`config.mk`:
```
export PLATFORM = sky130hd
export DESIGN_NAME = tirv_top
export DESIGN_NICKNAME = d
export VERILOG_FILES = /design/src/tirv_voter.sv /design/src/tirv_top.sv
export SDC_FILE = /design/constraint.sdc
export NUM_CORES = 1
export LEC_CHECK = 0
export CAP_MARGIN = 20
export CORE_MARGIN = 2
export CORE_UTILIZATION = 55
export CTS_CLUSTER_SIZE = 16
export DETAILED_ROUTE_END_ITERATION = 7
export DONT_BUFFER_PORTS = 1
export PLACE_DENSITY = 0.7
export SLEW_MARGIN = 20
export SYNTH_ARGS = -nofsm -noshare
export SYNTH_HDL_FRONTEND = slang
export SYNTH_SLANG_ARGS = --single-unit
```
`constraint.sdc`:
```
create_clock -name aclk -period 6.81 [get_ports aclk]
set_input_delay 1.0215 -clock aclk [delete_from_list [all_inputs] [get_ports aclk]]
set_output_delay 1.0215 -clock aclk [all_outputs]
set_load 0.005 [all_outputs]
```
`src/tirv_voter.sv`:
```
// constants, types, helper functions and the two-stage region voter
`timescale 1ns/1ps
package tirv_pkg;
  typedef enum logic [2:0] {
    TIRV_LOWER_TRIP = 3'h0,
    TIRV_LOW = 3'h1,
    TIRV_NORMAL = 3'h2,
    TIRV_HIGH = 3'h3,
    TIRV_UPPER_TRIP = 3'h4
  } tirv_region_t;

  // three channel codes moving together into the voter
  typedef struct packed {
    tirv_region_t ch2;
    tirv_region_t ch1;
    tirv_region_t ch0;
  } tirv_regions_t;

  // register byte offsets
  localparam logic [7:0] TIRV_OFS_LATCH = 8'h00;
  localparam logic [7:0] TIRV_OFS_TH_LT = 8'h04;
  localparam logic [7:0] TIRV_OFS_TH_LO = 8'h08;
  localparam logic [7:0] TIRV_OFS_TH_HI = 8'h0C;
  localparam logic [7:0] TIRV_OFS_TH_UT = 8'h10;
  localparam logic [7:0] TIRV_OFS_REGION = 8'h14;
  localparam logic [7:0] TIRV_OFS_FAULT = 8'h18;
  localparam logic [7:0] TIRV_OFS_ISTAT = 8'h1C;
  localparam logic [7:0] TIRV_OFS_IMASK = 8'h20;
  localparam logic [7:0] TIRV_OFS_FSEN = 8'h24;

  // reset values
  localparam logic [15:0] TIRV_RST_LATCH = 16'h0064;
  localparam logic [15:0] TIRV_RST_TH_LT = 16'h0400;
  localparam logic [15:0] TIRV_RST_TH_LO = 16'h1000;
  localparam logic [15:0] TIRV_RST_TH_HI = 16'hC000;
  localparam logic [15:0] TIRV_RST_TH_UT = 16'hF000;
  localparam logic [7:0] TIRV_RST_FSEN = 8'hFF;
  localparam logic [3:0] TIRV_RST_IMASK = 4'h0;

  // interrupt status bit positions
  localparam int TIRV_IRQ_DIG = 0;
  localparam int TIRV_IRQ_ANA = 1;
  localparam int TIRV_IRQ_VOTE = 2;
  localparam int TIRV_IRQ_EXP = 3;

  // fault register field positions
  localparam int TIRV_FLT_ANA_LSB = 4;
  localparam int TIRV_FLT_DRUN = 8;
  localparam int TIRV_FLT_ARUN = 9;

  // bus responses
  localparam logic [1:0] TIRV_RESP_OKAY = 2'h0;
  localparam logic [1:0] TIRV_RESP_SLVERR = 2'h2;

  // latch time unit is one millisecond
  localparam int TIRV_CLK_PERIOD_NS = 40;
  localparam int TIRV_LATCH_UNIT_NS = 1000000;
  localparam int TIRV_TICK_CYCLES = TIRV_LATCH_UNIT_NS / TIRV_CLK_PERIOD_NS;

  // safety rank, zero is safest
  function automatic logic [2:0] tirv_rank(input tirv_region_t r);
    unique case (r)
      TIRV_LOWER_TRIP: tirv_rank = 3'h0;
      TIRV_UPPER_TRIP: tirv_rank = 3'h1;
      TIRV_LOW: tirv_rank = 3'h2;
      TIRV_HIGH: tirv_rank = 3'h3;
      TIRV_NORMAL: tirv_rank = 3'h4;
      default: tirv_rank = 3'h4;
    endcase
  endfunction

  function automatic tirv_region_t tirv_safer(input tirv_region_t a, input tirv_region_t b);
    tirv_safer = (tirv_rank(a) <= tirv_rank(b)) ? a : b;
  endfunction

  function automatic tirv_region_t tirv_less_safe(input tirv_region_t a, input tirv_region_t b);
    tirv_less_safe = (tirv_rank(a) >= tirv_rank(b)) ? a : b;
  endfunction

  // current to region against ascending thresholds
  function automatic tirv_region_t tirv_classify(input logic [15:0] cur, input logic [15:0] lt,
      input logic [15:0] lo, input logic [15:0] hi, input logic [15:0] ut);
    if (cur < lt) begin
      tirv_classify = TIRV_LOWER_TRIP;
    end else if (cur < lo) begin
      tirv_classify = TIRV_LOW;
    end else if (cur <= hi) begin
      tirv_classify = TIRV_NORMAL;
    end else if (cur <= ut) begin
      tirv_classify = TIRV_HIGH;
    end else begin
      tirv_classify = TIRV_UPPER_TRIP;
    end
  endfunction
endpackage

module tirv_voter
  import tirv_pkg::*;
(
  input wire tirv_regions_t regions,
  output tirv_region_t voted
);
  tirv_region_t ref01;
  tirv_region_t ref12;
  tirv_region_t ref02;

  // pessimistic pairwise stage
  assign ref01 = tirv_safer(regions.ch0, regions.ch1);
  assign ref12 = tirv_safer(regions.ch1, regions.ch2);
  assign ref02 = tirv_safer(regions.ch0, regions.ch2);

  // optimistic stage over the pair results
  assign voted = tirv_less_safe(tirv_less_safe(ref01, ref12), ref02);
endmodule
```
`src/tirv_top.sv`:
```
// triple input region voter with fault latch timers and register slave
//
// Added by the designer: the AXI4-Lite slave port and the address map.
`timescale 1ns/1ps
module tirv_top
  import tirv_pkg::*;
#(
  parameter int TICK_CYCLES = TIRV_TICK_CYCLES,
  parameter bit DUAL_TIMER = 1'b1
)(
  input wire logic aclk,
  input wire logic aresetn,
  input wire logic [7:0] s_axi_awaddr,
  input wire logic s_axi_awvalid,
  output logic s_axi_awready,
  input wire logic [31:0] s_axi_wdata,
  input wire logic [3:0] s_axi_wstrb,
  input wire logic s_axi_wvalid,
  output logic s_axi_wready,
  output logic [1:0] s_axi_bresp,
  output logic s_axi_bvalid,
  input wire logic s_axi_bready,
  input wire logic [7:0] s_axi_araddr,
  input wire logic s_axi_arvalid,
  output logic s_axi_arready,
  output logic [31:0] s_axi_rdata,
  output logic [1:0] s_axi_rresp,
  output logic s_axi_rvalid,
  input wire logic s_axi_rready,
  input wire logic [15:0] ch0_current,
  input wire logic [15:0] ch1_current,
  input wire logic [15:0] ch2_current,
  input wire logic run_mode,
  input wire logic [3:0] dig_fault_evt,
  input wire logic [3:0] ana_fault_evt,
  output tirv_region_t voted_region,
  output logic [3:0] dig_fault_latched,
  output logic [3:0] ana_fault_latched,
  output logic failsafe_req,
  output logic irq
);
  // byte lane merge for the 16-bit registers
  function automatic logic [15:0] merge16(input logic [15:0] old, input logic [31:0] wd,
      input logic [3:0] st);
    merge16 = {st[1] ? wd[15:8] : old[15:8], st[0] ? wd[7:0] : old[7:0]};
  endfunction

  // bus channel state
  logic aw_have_q, aw_have_d, w_have_q, w_have_d;
  logic awready_q, awready_d, wready_q, wready_d;
  logic bvalid_q, bvalid_d, arready_q, arready_d, rvalid_q, rvalid_d;
  logic [7:0] aw_addr_q;
  logic [31:0] w_data_q, rdata_q;
  logic [3:0] w_strb_q;
  logic [1:0] bresp_q, rresp_q;

  // software registers
  logic [15:0] latch_time_q, th_lt_q, th_lo_q, th_hi_q, th_ut_q;
  logic [3:0] istat_q, istat_d, imask_q;
  logic [7:0] fsen_q;

  // datapath state
  tirv_regions_t regions_q;
  tirv_regions_t regions_d;
  tirv_region_t voted_q, vote_w;
  logic [3:0] dlat_q, dlat_d, alat_q, alat_d;
  logic run_mode_q;
  logic failsafe_q, irq_q;
  logic [15:0] cnt_q [2];
  logic [15:0] pre_q [2];
  logic [1:0] load, tick, expire, idle;

  // channel handshakes and write decode
  wire aw_fire = s_axi_awvalid & awready_q;
  wire w_fire = s_axi_wvalid & wready_q;
  wire ar_fire = s_axi_arvalid & arready_q;
  wire wr_en = aw_have_q & w_have_q;
  wire wr_latch = wr_en && aw_addr_q == TIRV_OFS_LATCH;
  wire wr_lt = wr_en && aw_addr_q == TIRV_OFS_TH_LT;
  wire wr_lo = wr_en && aw_addr_q == TIRV_OFS_TH_LO;
  wire wr_hi = wr_en && aw_addr_q == TIRV_OFS_TH_HI;
  wire wr_ut = wr_en && aw_addr_q == TIRV_OFS_TH_UT;
  wire wr_istat = wr_en && aw_addr_q == TIRV_OFS_ISTAT && w_strb_q[0];
  wire wr_imask = wr_en && aw_addr_q == TIRV_OFS_IMASK && w_strb_q[0];
  wire wr_fsen = wr_en && aw_addr_q == TIRV_OFS_FSEN && w_strb_q[0];
  wire wr_mapped = wr_latch | wr_lt | wr_lo | wr_hi | wr_ut
    | (wr_en && (aw_addr_q == TIRV_OFS_REGION || aw_addr_q == TIRV_OFS_FAULT
    || aw_addr_q == TIRV_OFS_ISTAT || aw_addr_q == TIRV_OFS_IMASK
    || aw_addr_q == TIRV_OFS_FSEN));

  // next state of the five channels, one write and one read at a time
  assign aw_have_d = (aw_have_q | aw_fire) & ~wr_en;
  assign w_have_d = (w_have_q | w_fire) & ~wr_en;
  assign bvalid_d = wr_en | (bvalid_q & ~s_axi_bready);
  assign awready_d = ~aw_have_d & ~bvalid_d;
  assign wready_d = ~w_have_d & ~bvalid_d;
  assign rvalid_d = ar_fire | (rvalid_q & ~s_axi_rready);
  assign arready_d = ~rvalid_d;

  // read selection, unmapped reads zero with an error answer
  wire [31:0] rd_region = {17'h0000, voted_q, 1'b0, regions_q.ch2, 1'b0, regions_q.ch1,
    1'b0, regions_q.ch0};
  wire [31:0] rd_fault = {22'h00000, |cnt_q[1], |cnt_q[0], alat_q, dlat_q};
  wire rd_hit_latch = s_axi_araddr == TIRV_OFS_LATCH;
  wire rd_hit_lt = s_axi_araddr == TIRV_OFS_TH_LT;
  wire rd_hit_lo = s_axi_araddr == TIRV_OFS_TH_LO;
  wire rd_hit_hi = s_axi_araddr == TIRV_OFS_TH_HI;
  wire rd_hit_ut = s_axi_araddr == TIRV_OFS_TH_UT;
  wire rd_hit_reg = s_axi_araddr == TIRV_OFS_REGION;
  wire rd_hit_flt = s_axi_araddr == TIRV_OFS_FAULT;
  wire rd_hit_ist = s_axi_araddr == TIRV_OFS_ISTAT;
  wire rd_hit_imk = s_axi_araddr == TIRV_OFS_IMASK;
  wire rd_hit_fse = s_axi_araddr == TIRV_OFS_FSEN;
  wire rd_hit = rd_hit_latch | rd_hit_lt | rd_hit_lo | rd_hit_hi | rd_hit_ut | rd_hit_reg
    | rd_hit_flt | rd_hit_ist | rd_hit_imk | rd_hit_fse;
  wire [31:0] rd_mux = rd_hit_latch ? {16'h0000, latch_time_q}
    : rd_hit_lt ? {16'h0000, th_lt_q}
    : rd_hit_lo ? {16'h0000, th_lo_q}
    : rd_hit_hi ? {16'h0000, th_hi_q}
    : rd_hit_ut ? {16'h0000, th_ut_q}
    : rd_hit_reg ? rd_region
    : rd_hit_flt ? rd_fault
    : rd_hit_ist ? {28'h0000000, istat_q}
    : rd_hit_imk ? {28'h0000000, imask_q}
    : rd_hit_fse ? {24'h000000, fsen_q}
    : 32'h00000000;

  // bus channel registers
  always_ff @(posedge aclk) begin
    if (!aresetn) begin
      aw_have_q <= 1'b0;
      w_have_q <= 1'b0;
      awready_q <= 1'b1;
      wready_q <= 1'b1;
      bvalid_q <= 1'b0;
      arready_q <= 1'b1;
      rvalid_q <= 1'b0;
    end else begin
      aw_have_q <= aw_have_d;
      w_have_q <= w_have_d;
      awready_q <= awready_d;
      wready_q <= wready_d;
      bvalid_q <= bvalid_d;
      arready_q <= arready_d;
      rvalid_q <= rvalid_d;
    end
  end

  // captured payloads and answers
  always_ff @(posedge aclk) begin
    if (!aresetn) begin
      aw_addr_q <= 8'h00;
      w_data_q <= 32'h00000000;
      w_strb_q <= 4'h0;
      bresp_q <= TIRV_RESP_OKAY;
      rdata_q <= 32'h00000000;
      rresp_q <= TIRV_RESP_OKAY;
    end else begin
      if (aw_fire) aw_addr_q <= s_axi_awaddr;
      if (w_fire) w_data_q <= s_axi_wdata;
      if (w_fire) w_strb_q <= s_axi_wstrb;
      if (wr_en) bresp_q <= wr_mapped ? TIRV_RESP_OKAY : TIRV_RESP_SLVERR;
      if (ar_fire) rdata_q <= rd_mux;
      if (ar_fire) rresp_q <= rd_hit ? TIRV_RESP_OKAY : TIRV_RESP_SLVERR;
    end
  end

  // latch time and thresholds
  always_ff @(posedge aclk) begin
    if (!aresetn) begin
      latch_time_q <= TIRV_RST_LATCH;
      th_lt_q <= TIRV_RST_TH_LT;
      th_lo_q <= TIRV_RST_TH_LO;
      th_hi_q <= TIRV_RST_TH_HI;
      th_ut_q <= TIRV_RST_TH_UT;
    end else begin
      if (wr_latch) latch_time_q <= merge16(latch_time_q, w_data_q, w_strb_q);
      if (wr_lt) th_lt_q <= merge16(th_lt_q, w_data_q, w_strb_q);
      if (wr_lo) th_lo_q <= merge16(th_lo_q, w_data_q, w_strb_q);
      if (wr_hi) th_hi_q <= merge16(th_hi_q, w_data_q, w_strb_q);
      if (wr_ut) th_ut_q <= merge16(th_ut_q, w_data_q, w_strb_q);
    end
  end

  // per-channel classification
  assign regions_d.ch0 = tirv_classify(ch0_current, th_lt_q, th_lo_q, th_hi_q, th_ut_q);
  assign regions_d.ch1 = tirv_classify(ch1_current, th_lt_q, th_lo_q, th_hi_q, th_ut_q);
  assign regions_d.ch2 = tirv_classify(ch2_current, th_lt_q, th_lo_q, th_hi_q, th_ut_q);

  tirv_voter u_voter (
    .regions(regions_q),
    .voted(vote_w)
  );

  // fault timers, index 0 digital and 1 analog
  assign load[0] = DUAL_TIMER ? |dig_fault_evt : |{dig_fault_evt, ana_fault_evt};
  assign load[1] = DUAL_TIMER ? |ana_fault_evt : |{dig_fault_evt, ana_fault_evt};
  assign tick[0] = pre_q[0] == 16'(TICK_CYCLES - 1);
  assign tick[1] = pre_q[1] == 16'(TICK_CYCLES - 1);
  assign idle[0] = cnt_q[0] == 16'h0000 && !load[0];
  assign idle[1] = cnt_q[1] == 16'h0000 && !load[1];
  assign expire[0] = cnt_q[0] == 16'h0001 && tick[0] && !load[0];
  assign expire[1] = cnt_q[1] == 16'h0001 && tick[1] && !load[1];

  always_ff @(posedge aclk) begin
    if (!aresetn) begin
      for (int i = 0; i < 2; i++) begin
        cnt_q[i] <= 16'h0000;
        pre_q[i] <= 16'h0000;
      end
    end else begin
      for (int i = 0; i < 2; i++) begin
        if (load[i]) begin
          cnt_q[i] <= latch_time_q;
          pre_q[i] <= 16'h0000;
        end else if (cnt_q[i] != 16'h0000) begin
          cnt_q[i] <= tick[i] ? cnt_q[i] - 16'h0001 : cnt_q[i];
          pre_q[i] <= tick[i] ? 16'h0000 : pre_q[i] + 16'h0001;
        end
      end
    end
  end

  // latched faults: new events win, cleared only by an idle timer, mode ignored
  assign dlat_d = (idle[0] ? 4'h0 : dlat_q) | dig_fault_evt;
  assign alat_d = (idle[1] ? 4'h0 : alat_q) | ana_fault_evt;

  // interrupt status, set beats write-one-to-clear
  wire [3:0] istat_set = {|expire, voted_q != vote_w, |ana_fault_evt, |dig_fault_evt};
  assign istat_d = (istat_q & ~(wr_istat ? w_data_q[3:0] : 4'h0)) | istat_set;

  always_ff @(posedge aclk) begin
    if (!aresetn) begin
      regions_q <= '{TIRV_LOWER_TRIP, TIRV_LOWER_TRIP, TIRV_LOWER_TRIP};
      voted_q <= TIRV_LOWER_TRIP;
      dlat_q <= 4'h0;
      alat_q <= 4'h0;
      run_mode_q <= 1'b0;
    end else begin
      regions_q <= regions_d;
      voted_q <= vote_w;
      dlat_q <= dlat_d;
      alat_q <= alat_d;
      run_mode_q <= run_mode;
    end
  end

  always_ff @(posedge aclk) begin
    if (!aresetn) begin
      istat_q <= 4'h0;
      imask_q <= TIRV_RST_IMASK;
      fsen_q <= TIRV_RST_FSEN;
      failsafe_q <= 1'b0;
      irq_q <= 1'b0;
    end else begin
      istat_q <= istat_d;
      if (wr_imask) imask_q <= w_data_q[3:0];
      if (wr_fsen) fsen_q <= w_data_q[7:0];
      failsafe_q <= |({alat_q, dlat_q} & fsen_q);
      irq_q <= |(istat_q & imask_q);
    end
  end

  // outputs straight from flops
  assign s_axi_awready = awready_q;
  assign s_axi_wready = wready_q;
  assign s_axi_bvalid = bvalid_q;
  assign s_axi_bresp = bresp_q;
  assign s_axi_arready = arready_q;
  assign s_axi_rvalid = rvalid_q;
  assign s_axi_rdata = rdata_q;
  assign s_axi_rresp = rresp_q;
  assign voted_region = voted_q;
  assign dig_fault_latched = dlat_q;
  assign ana_fault_latched = alat_q;
  assign failsafe_req = failsafe_q;
  assign irq = irq_q;

  // checks on the classifier, voter, timers, latches and fail-safe
  property p_lt_class;
    @(posedge aclk) disable iff (!aresetn)
    ch0_current < th_lt_q && !wr_en |=> regions_q.ch0 == TIRV_LOWER_TRIP;
  endproperty
  a_lt_class: assert property (p_lt_class) else $error("low current not lower trip");

  property p_two_lt;
    @(posedge aclk) disable iff (!aresetn)
    regions_q.ch0 == TIRV_LOWER_TRIP && regions_q.ch2 == TIRV_LOWER_TRIP
      |=> voted_q == TIRV_LOWER_TRIP;
  endproperty
  a_two_lt: assert property (p_two_lt) else $error("two lower trips not voted");

  property p_ut_over_low;
    @(posedge aclk) disable iff (!aresetn)
    regions_q == tirv_regions_t'{TIRV_LOW, TIRV_UPPER_TRIP, TIRV_UPPER_TRIP}
      |=> voted_q == TIRV_UPPER_TRIP;
  endproperty
  a_ut_over_low: assert property (p_ut_over_low) else $error("upper trip rank wrong");

  property p_high_low;
    @(posedge aclk) disable iff (!aresetn)
    regions_q == tirv_regions_t'{TIRV_LOW, TIRV_HIGH, TIRV_HIGH} |=> voted_q == TIRV_HIGH;
  endproperty
  a_high_low: assert property (p_high_low) else $error("high low rank wrong");

  property p_table_ex;
    @(posedge aclk) disable iff (!aresetn)
    regions_q == tirv_regions_t'{TIRV_LOWER_TRIP, TIRV_HIGH, TIRV_UPPER_TRIP}
      |=> voted_q == TIRV_UPPER_TRIP;
  endproperty
  a_table_ex: assert property (p_table_ex) else $error("voting example wrong");

  property p_same;
    @(posedge aclk) disable iff (!aresetn)
    regions_q.ch0 == regions_q.ch1 && regions_q.ch1 == regions_q.ch2
      |=> voted_q == $past(regions_q.ch0);
  endproperty
  a_same: assert property (p_same) else $error("unanimous vote changed");

  property p_fault_set;
    @(posedge aclk) disable iff (!aresetn)
    dig_fault_evt[0] |=> dlat_q[0] ##0 cnt_q[0] == $past(latch_time_q);
  endproperty
  a_fault_set: assert property (p_fault_set) else $error("fault not latched");

  property p_no_cross;
    @(posedge aclk) disable iff (!aresetn)
    DUAL_TIMER && |ana_fault_evt && !(|dig_fault_evt)
      |=> cnt_q[0] <= $past(cnt_q[0]);
  endproperty
  a_no_cross: assert property (p_no_cross) else $error("analog fault hit digital timer");

  property p_hold;
    @(posedge aclk) disable iff (!aresetn)
    alat_q[0] && cnt_q[1] > 16'h0001 |=> alat_q[0] [*2];
  endproperty
  a_hold: assert property (p_hold) else $error("fault dropped early");

  property p_clear;
    @(posedge aclk) disable iff (!aresetn)
    idle[0] && !(|dig_fault_evt) |=> dlat_q == 4'h0;
  endproperty
  a_clear: assert property (p_clear) else $error("expired fault not cleared");

  property p_mode;
    @(posedge aclk) disable iff (!aresetn)
    run_mode != run_mode_q && !idle[0] |=> dlat_q == ($past(dlat_q) | $past(dig_fault_evt));
  endproperty
  a_mode: assert property (p_mode) else $error("mode change touched faults");

  property p_failsafe;
    @(posedge aclk) disable iff (!aresetn)
    |({alat_q, dlat_q} & fsen_q) |=> failsafe_req;
  endproperty
  a_failsafe: assert property (p_failsafe) else $error("held fault did not force fail-safe");
endmodule

```
# After elaboration in Yosys (flattened, before gate mapping)
# Memories as Yosys holds them, arrays and structs flattened.
# Cells that the tools add are included.
# op_classes
add_sub_neg	4
order_cmp	17
eq_ne	44
muxes	63
bitwise_logic	51
n_reduce_logical	63
# op_table
cell	n
$mux W16	17
$le A16 B16 Y1	6
$lt A16 B16 Y1	6
$pmux W3 S4	7
$eq A8 B5 Y1 const B	8
$add A16 B1 Y16 const B	2
$eq A16 B1 Y1 const B	2
$eq A16 B15 Y1 const B	2
$eq A8 B4 Y1 const B	4
$eq A8 B6 Y1 const B	4
$logic_not A16 Y1	2
$reduce_bool A16 Y1	2
$reduce_or A16 Y1	2
$sub A16 B1 Y16 const B	2
$or A1 B1 Y1	26
$mux W3	8
$mux W8	3
$reduce_or A4 Y1	6
$eq A3 B1 Y1 const B	7
$eq A3 B2 Y1 const B	7
$eq A3 B3 Y1 const B	7
$logic_not A3 Y1	7
$reduce_and A2 Y1	10
$logic_and A1 B1 Y1	18
other kinds (21)	77
# word_totals
ff_bits	187
ram_bits	64
in_bits	116
out_inout_bits	54
wordCells	284
mem_count	2
# mem_list
memory	words	width	read_ports	rd_ports_with_merged_regs	write_ports	line	source
cnt_q	2	16	2	0	2	tirv_top.sv:69	logic [15:0] cnt_q [2];
pre_q	2	16	2	0	2	tirv_top.sv:70	logic [15:0] pre_q [2];

# Logic depth before layout (Yosys ltp)
# logic_depth
word_depth	14
mapped_depth	29
ltp_nobuf	27

# Hierarchy
# From an unflattened synthesis, not the netlist that was laid out.
# unflattened
cells_unflattened	1790
area_unflattened_um2	15937.8
# by_module_without_submodules
module	instances	cells_per_inst	area_per_inst_um2	seq_area_each_um2
tirv_top	1	1698	15207.1	5305.1
tirv_voter	1	92	730.7	0.0

# Least setup slack after synthesis
# OpenSTA, ideal clock, no wires.
# synth_path
kind	reg2reg
from	register regions_q (netlist bit rd_region[4])
to	register istat_q[2]
setup_ps	138
arrival_ps	5211
required_ps	6672
path_slack_ps	1461
path_stages_with_launch	28
n_path_buf	2
synth_period_minus_slack_ps	5349
cell_sequence	dfxtp_1 -> nor2b_1 -> inv_1 -> ha_1 -> nor2b_1 -> o2111a_1 -> or4_1 -> clkbuf_1 -> or3_1 -> o211ai_1 -> o31ai_1 -> ha_1 -> nor2b_1 -> o21ai_1 -> nand2_1 -> nand3b_1 -> o221ai_1 -> and3_1 -> a21oi_1 -> ha_1 -> nand2b_1 -> nand3_1 -> and2_1 -> clkbuf_1 -> nor2_1 -> a221o_1 -> a22oi_1 -> a41oi_1
# synth_between
elab_chain_cells	14
elab_cells_between_ends	30
classes_between	order compare (4); eq/ne (13); mux (8); bitwise (1); reduce/logical (4)
# synth_rtl
element	line	source
start: declaration	tirv_top.sv:63	tirv_regions_t regions_q;
start signal: assignment	tirv_top.sv:234	regions_q <= '{TIRV_LOWER_TRIP, TIRV_LOWER_TRIP, TIRV_LOWER_TRIP};
start signal: assignment	tirv_top.sv:240	regions_q <= regions_d;
$eq A3 B2 Y1, or another cell as far along	tirv_voter.sv:62	unique case (r)
$pmux W3 S4	tirv_voter.sv:62	
$le A3 B3 Y1	tirv_voter.sv:73	tirv_safer = (tirv_rank(a) <= tirv_rank(b)) ? a : b;
$mux W3	tirv_voter.sv:73	
$eq A3 B2 Y1, or another cell as far along	tirv_voter.sv:62	
$pmux W3 S4	tirv_voter.sv:62	
$ge A3 B3 Y1	tirv_voter.sv:77	tirv_less_safe = (tirv_rank(a) >= tirv_rank(b)) ? a : b;
$mux W3 (*)	tirv_voter.sv:77	
$eq A3 B2 Y1, or another cell as far along	tirv_voter.sv:62	
$pmux W3 S4	tirv_voter.sv:62	
$ge A3 B3 Y1	tirv_voter.sv:77	
$mux W3 (*)	tirv_voter.sv:77	
$ne A3 B3 Y1 (*)	tirv_top.sv:229	wire [3:0] istat_set = {|expire, voted_q != vote_w, |ana_fault_evt, |dig_fault_evt};
$or A4 B4 Y4 (*)	tirv_top.sv:230	assign istat_d = (istat_q & ~(wr_istat ? w_data_q[3:0] : 4'h0)) | istat_set;
end signal: assignment	tirv_top.sv:256	istat_q <= istat_d;
end: declaration	tirv_top.sv:59	logic [3:0] istat_q, istat_d, imask_q;
# Mark *: on every way between the ends. The rest lies on a longest branch, timed or not.
# A chain may end at the register's enable or synchronous reset.

# Worst setup path after layout
# Same ends and word-level chain as after synthesis.

==> results.sh <==
export IMPL_outcome="completed"
export IMPL_avgRoutedWirePerCell_um=22.1
export IMPL_htree_levels=1
export IMPL_synth_area_leader_cell="dfxtp_1"
export IMPL_slowest_delay_ps=660
export IMPL_grt_max_degree=85
export IMPL_ff2ff_path_depth=24
export IMPL_crit_family="simple AND/OR/NAND/NOR gates"
export IMPL_synth_edf_count=64
export IMPL_ys_warn_count=0
export IMPL_period_minus_slack_ps=6040
export IMPL_powerDensity_mw_per_mm2=201
export IMPL_dieHeight_um=174
export IMPL_crit_required_ps=7160
export IMPL_final_max_slew_violation_count=0
export IMPL_hold_depth=2
export IMPL_drive_above_1_share_pct=3.87
export IMPL_min_to="th_lo_q[4]"
export IMPL_place_congestion=0.984
export IMPL_rows=62
export IMPL_grt_antenna_before_repair=1
export IMPL_via_per_inst=6.34
export IMPL_grt_pass1_wl_um=76900
export IMPL_cts_sinks=233
export IMPL_synth_most_common_cell="nand2_1"
export IMPL_ir_worst_vdd_v=0.000179
export IMPL_drt_iter0_markers=1649
export IMPL_path_cells="nor2b_1 > inv_1 > ha_1 > nor2b_1 > o2111a_1 > or4_1 > or3_1 > o211ai_1 > o31ai_1 > ha_1 > nor2b_1 > o21ai_1 > nand2_1 > o221ai_1 > and3_1 > a21oi_1 > ha_1 > nand2b_1 > nand3_1 > and2_1 > nor2_1 > a221o_1 > a22oi_1 > a41oi_1"
export IMPL_coreArea_mm2=0.0286
export IMPL_clk_pin_slew_ps=60
export IMPL_crit_path_start_kind="register"
export IMPL_cts_tree="done"
export IMPL_ys_seq_area_share_pct=33.2
export IMPL_r2r_end="istat_q[2]"
export IMPL_slowest_stage="or4_1"
export IMPL_synth_cell_type_count=80
export IMPL_cts_setup_buffers=0
export IMPL_power_leakage_nw=6.61
export IMPL_syn_area_per_cell_um2=8.39
export IMPL_min_path_type="reg2reg"
export IMPL_fin_cells=2270
export IMPL_track_usage_pct=32.3
export IMPL_dieWidth_um=174
export IMPL_synthSimpleGateAreaFrac_pct=20.1
export IMPL_synth_compound_area_share_pct=19.7
export IMPL_worst_pin_slew_ps=1100
export IMPL_synthTopCellsByCount="nand2_1 (303), ha_1 (207), a21oi_1 (189)"
export IMPL_endpoint_kind="register"
export IMPL_arrival_ps=6390
export IMPL_synth_fa_ha_area_share_pct=16.2
export IMPL_cts_root_buf="clkbuf_16"
export IMPL_synth_xor_area_share_pct=2.91
export IMPL_r2r_start="rd_region[4]"
export IMPL_fmax_ghz=0.165
export IMPL_crit_path_max_fanout=8
export IMPL_netlist_instances=1903
export IMPL_drc=0
export IMPL_hpwl_um=38600
export IMPL_clock_latency_ps=520
export IMPL_post_cts_resized=0
export IMPL_synth_area_leaders="dfxtp_1 (21%), ha_1 (16%), edfxtp_1 (12%), nand2_1 (7.1%), a21oi_1 (5.9%)"
export IMPL_dp_cells=2226
export IMPL_ctsHoldBuffers=0
export IMPL_path_buf_inv=1
export IMPL_grt_pass1_vias=13400
export IMPL_drt_wl_total_um=50100
export IMPL_dr_total_vias=14400
export IMPL_synth_top_area_share_pct=21.2
export IMPL_dieArea_mm2=0.0304
export IMPL_maxSlewHeadroom_pct=24.5
export IMPL_start_util_pct=55.8
export IMPL_r2r_slack_ps=770
export IMPL_first_pass_iters=6
export IMPL_fin_crit_sh_pct=88.7
export IMPL_hold_viol_final=0
export IMPL_worstHoldStart="th_lo_q[4]"
export IMPL_cap_violations=0
export IMPL_syn_area_mm2=0.0160
export IMPL_final_setup_skew_ps=11.3
export IMPL_drt_antenna_violating_nets=0
export IMPL_ys_async_sr_fraction_pct=0
export IMPL_cts_inserted_buffers=25
export IMPL_setup_violations=0
export IMPL_synth_mux_area_share_pct=3.07
export IMPL_cts_buffer_depth=3
export IMPL_synth_top_family_by_area="simple AND/OR/NAND/NOR gates"
export IMPL_gr_total_overflow=0
export IMPL_crit_type="reg2reg"
export IMPL_rsz0062_at_grt="false"
export IMPL_area_delta_synth_final_pct=5.98
export IMPL_nets=2192
export IMPL_synthFlopType="dfxtp_1"
export IMPL_ys_seq_elements=233
export IMPL_io_pins=170
export IMPL_timing_setup_tns_ps=0
export IMPL_port_buffers=0
[how the worst max path moves through the flow]
stage	slack (ps)	depth (start not counted)	start	end
6_report	770	24	rd_region[4]	istat_q[2]
5_1_grt	350	25	rd_region[2]	istat_q[2]
3_3_place_gp	910	24	rd_region[4]	istat_q[2]
2_1_floorplan	1460	27	rd_region[4]	istat_q[2]
3_5_place_dp	840	24	rd_region[4]	istat_q[2]
4_1_cts	780	24	rd_region[4]	istat_q[2]
[worst min-delay path, cell delays in order (launching register included)]
cell and delay (ps):
dfxtp_1 310, nand2_1 50, a21oi_1 50
[placed cells by master (no fill, tap or decap), drive strengths merged, types with 6 or more instances in the layout]
master	instances
a211oi	22
a21o	57
a21oi	189
a221o	6
a221oi	9
a22oi	18
a32oi	6
and2	17
and3	22
buf	9
clkbuf	39
conb	18
dfxtp	169
edfxtp	64
ha	207
inv	87
mux2	8
mux2i	40
nand2	303
nand2b	15
nand3	54
nand4	29
nor2	150
nor2b	22
nor3	23
nor4	19
o211ai	12
o21a	15
o21ai	67
o221ai	8
o22ai	25
o31ai	9
or2	7
or3	8
or4	8
xnor2	31
xor2	22
[power by group]
group | leakage [nW] | internal [mW] | switching, mW
clock | 0.370 | 0.738 | 0.545
sequential | 2.15 | 1.46 | 0.0713
combinational | 4.10 | 0.246 | 0.335
[area by class of cell]
cell class	instances	area (um2)
clock buffers	39	738
inverters	87	329
diodes	1	2.50
repair buffers	9	67.6
well taps	384	480
multi-input cells	1513	9970
flip-flops and latches	233	5310
clock inverters	4	21.3
fillers	2569	11700
[logic make-up (layout without fill, tap and decap cells)]
family,after synthesis,in the layout
simple gates,695,695
compound gates,492,492
flops,233,233
fa+ha+maj,207,207
buf+inv,174,139
xor+xnor,53,53
mux,48,48
other cells,1,19
[per-layer routing]
layer,track usage [%],share of wire (%),vias up
met2,49.2,43,661
met1,44.4,43,6789
met5,2.08,0.15,-
met4,11.2,3.9,2
li1,-,-,6806
met3,8.18,11,130
[state kept, by name (all words and copies together), names as in the netlist, 2 cells and up]
| signal | cells |
|---|---|
| pre_q | 32 |
| th_lt_q | 16 |
| th_hi_q | 16 |
| w_strb_q | 2 |
| th_ut_q | 16 |
| rd_region | 9 |
| latch_time_q | 16 |
| w_data_q | 16 |
| cnt_q | 32 |
| fsen_q | 8 |
| voted_region | 3 |
| th_lo_q | 16 |
| s_axi_rdata | 16 |
| ana_fault_latched | 4 |
| dig_fault_latched | 4 |
| imask_q | 4 |
| istat_q | 4 |
| aw_addr_q | 8 |
[through the flow]
step / total power, mW / hold slack, ps / utilization [%] / setup slack [ps] / area (um2)
2_1_floorplan: 2.02 / 432 / - / 1460 / 16000
4_1_cts: 3.40 / 452 / 59.1 / 783 / 16900
6_report: 3.40 / 452 / 59.1 / 766 / 16900
3_5_place_dp: 2.13 / 445 / 56.4 / 840 / 16200
3_3_place_gp: 2.11 / 438 / 56.4 / 913 / 16200
5_1_grt: 3.54 / 472 / 59.1 / 351 / 16900
Power figures use the tool's default switching activity.
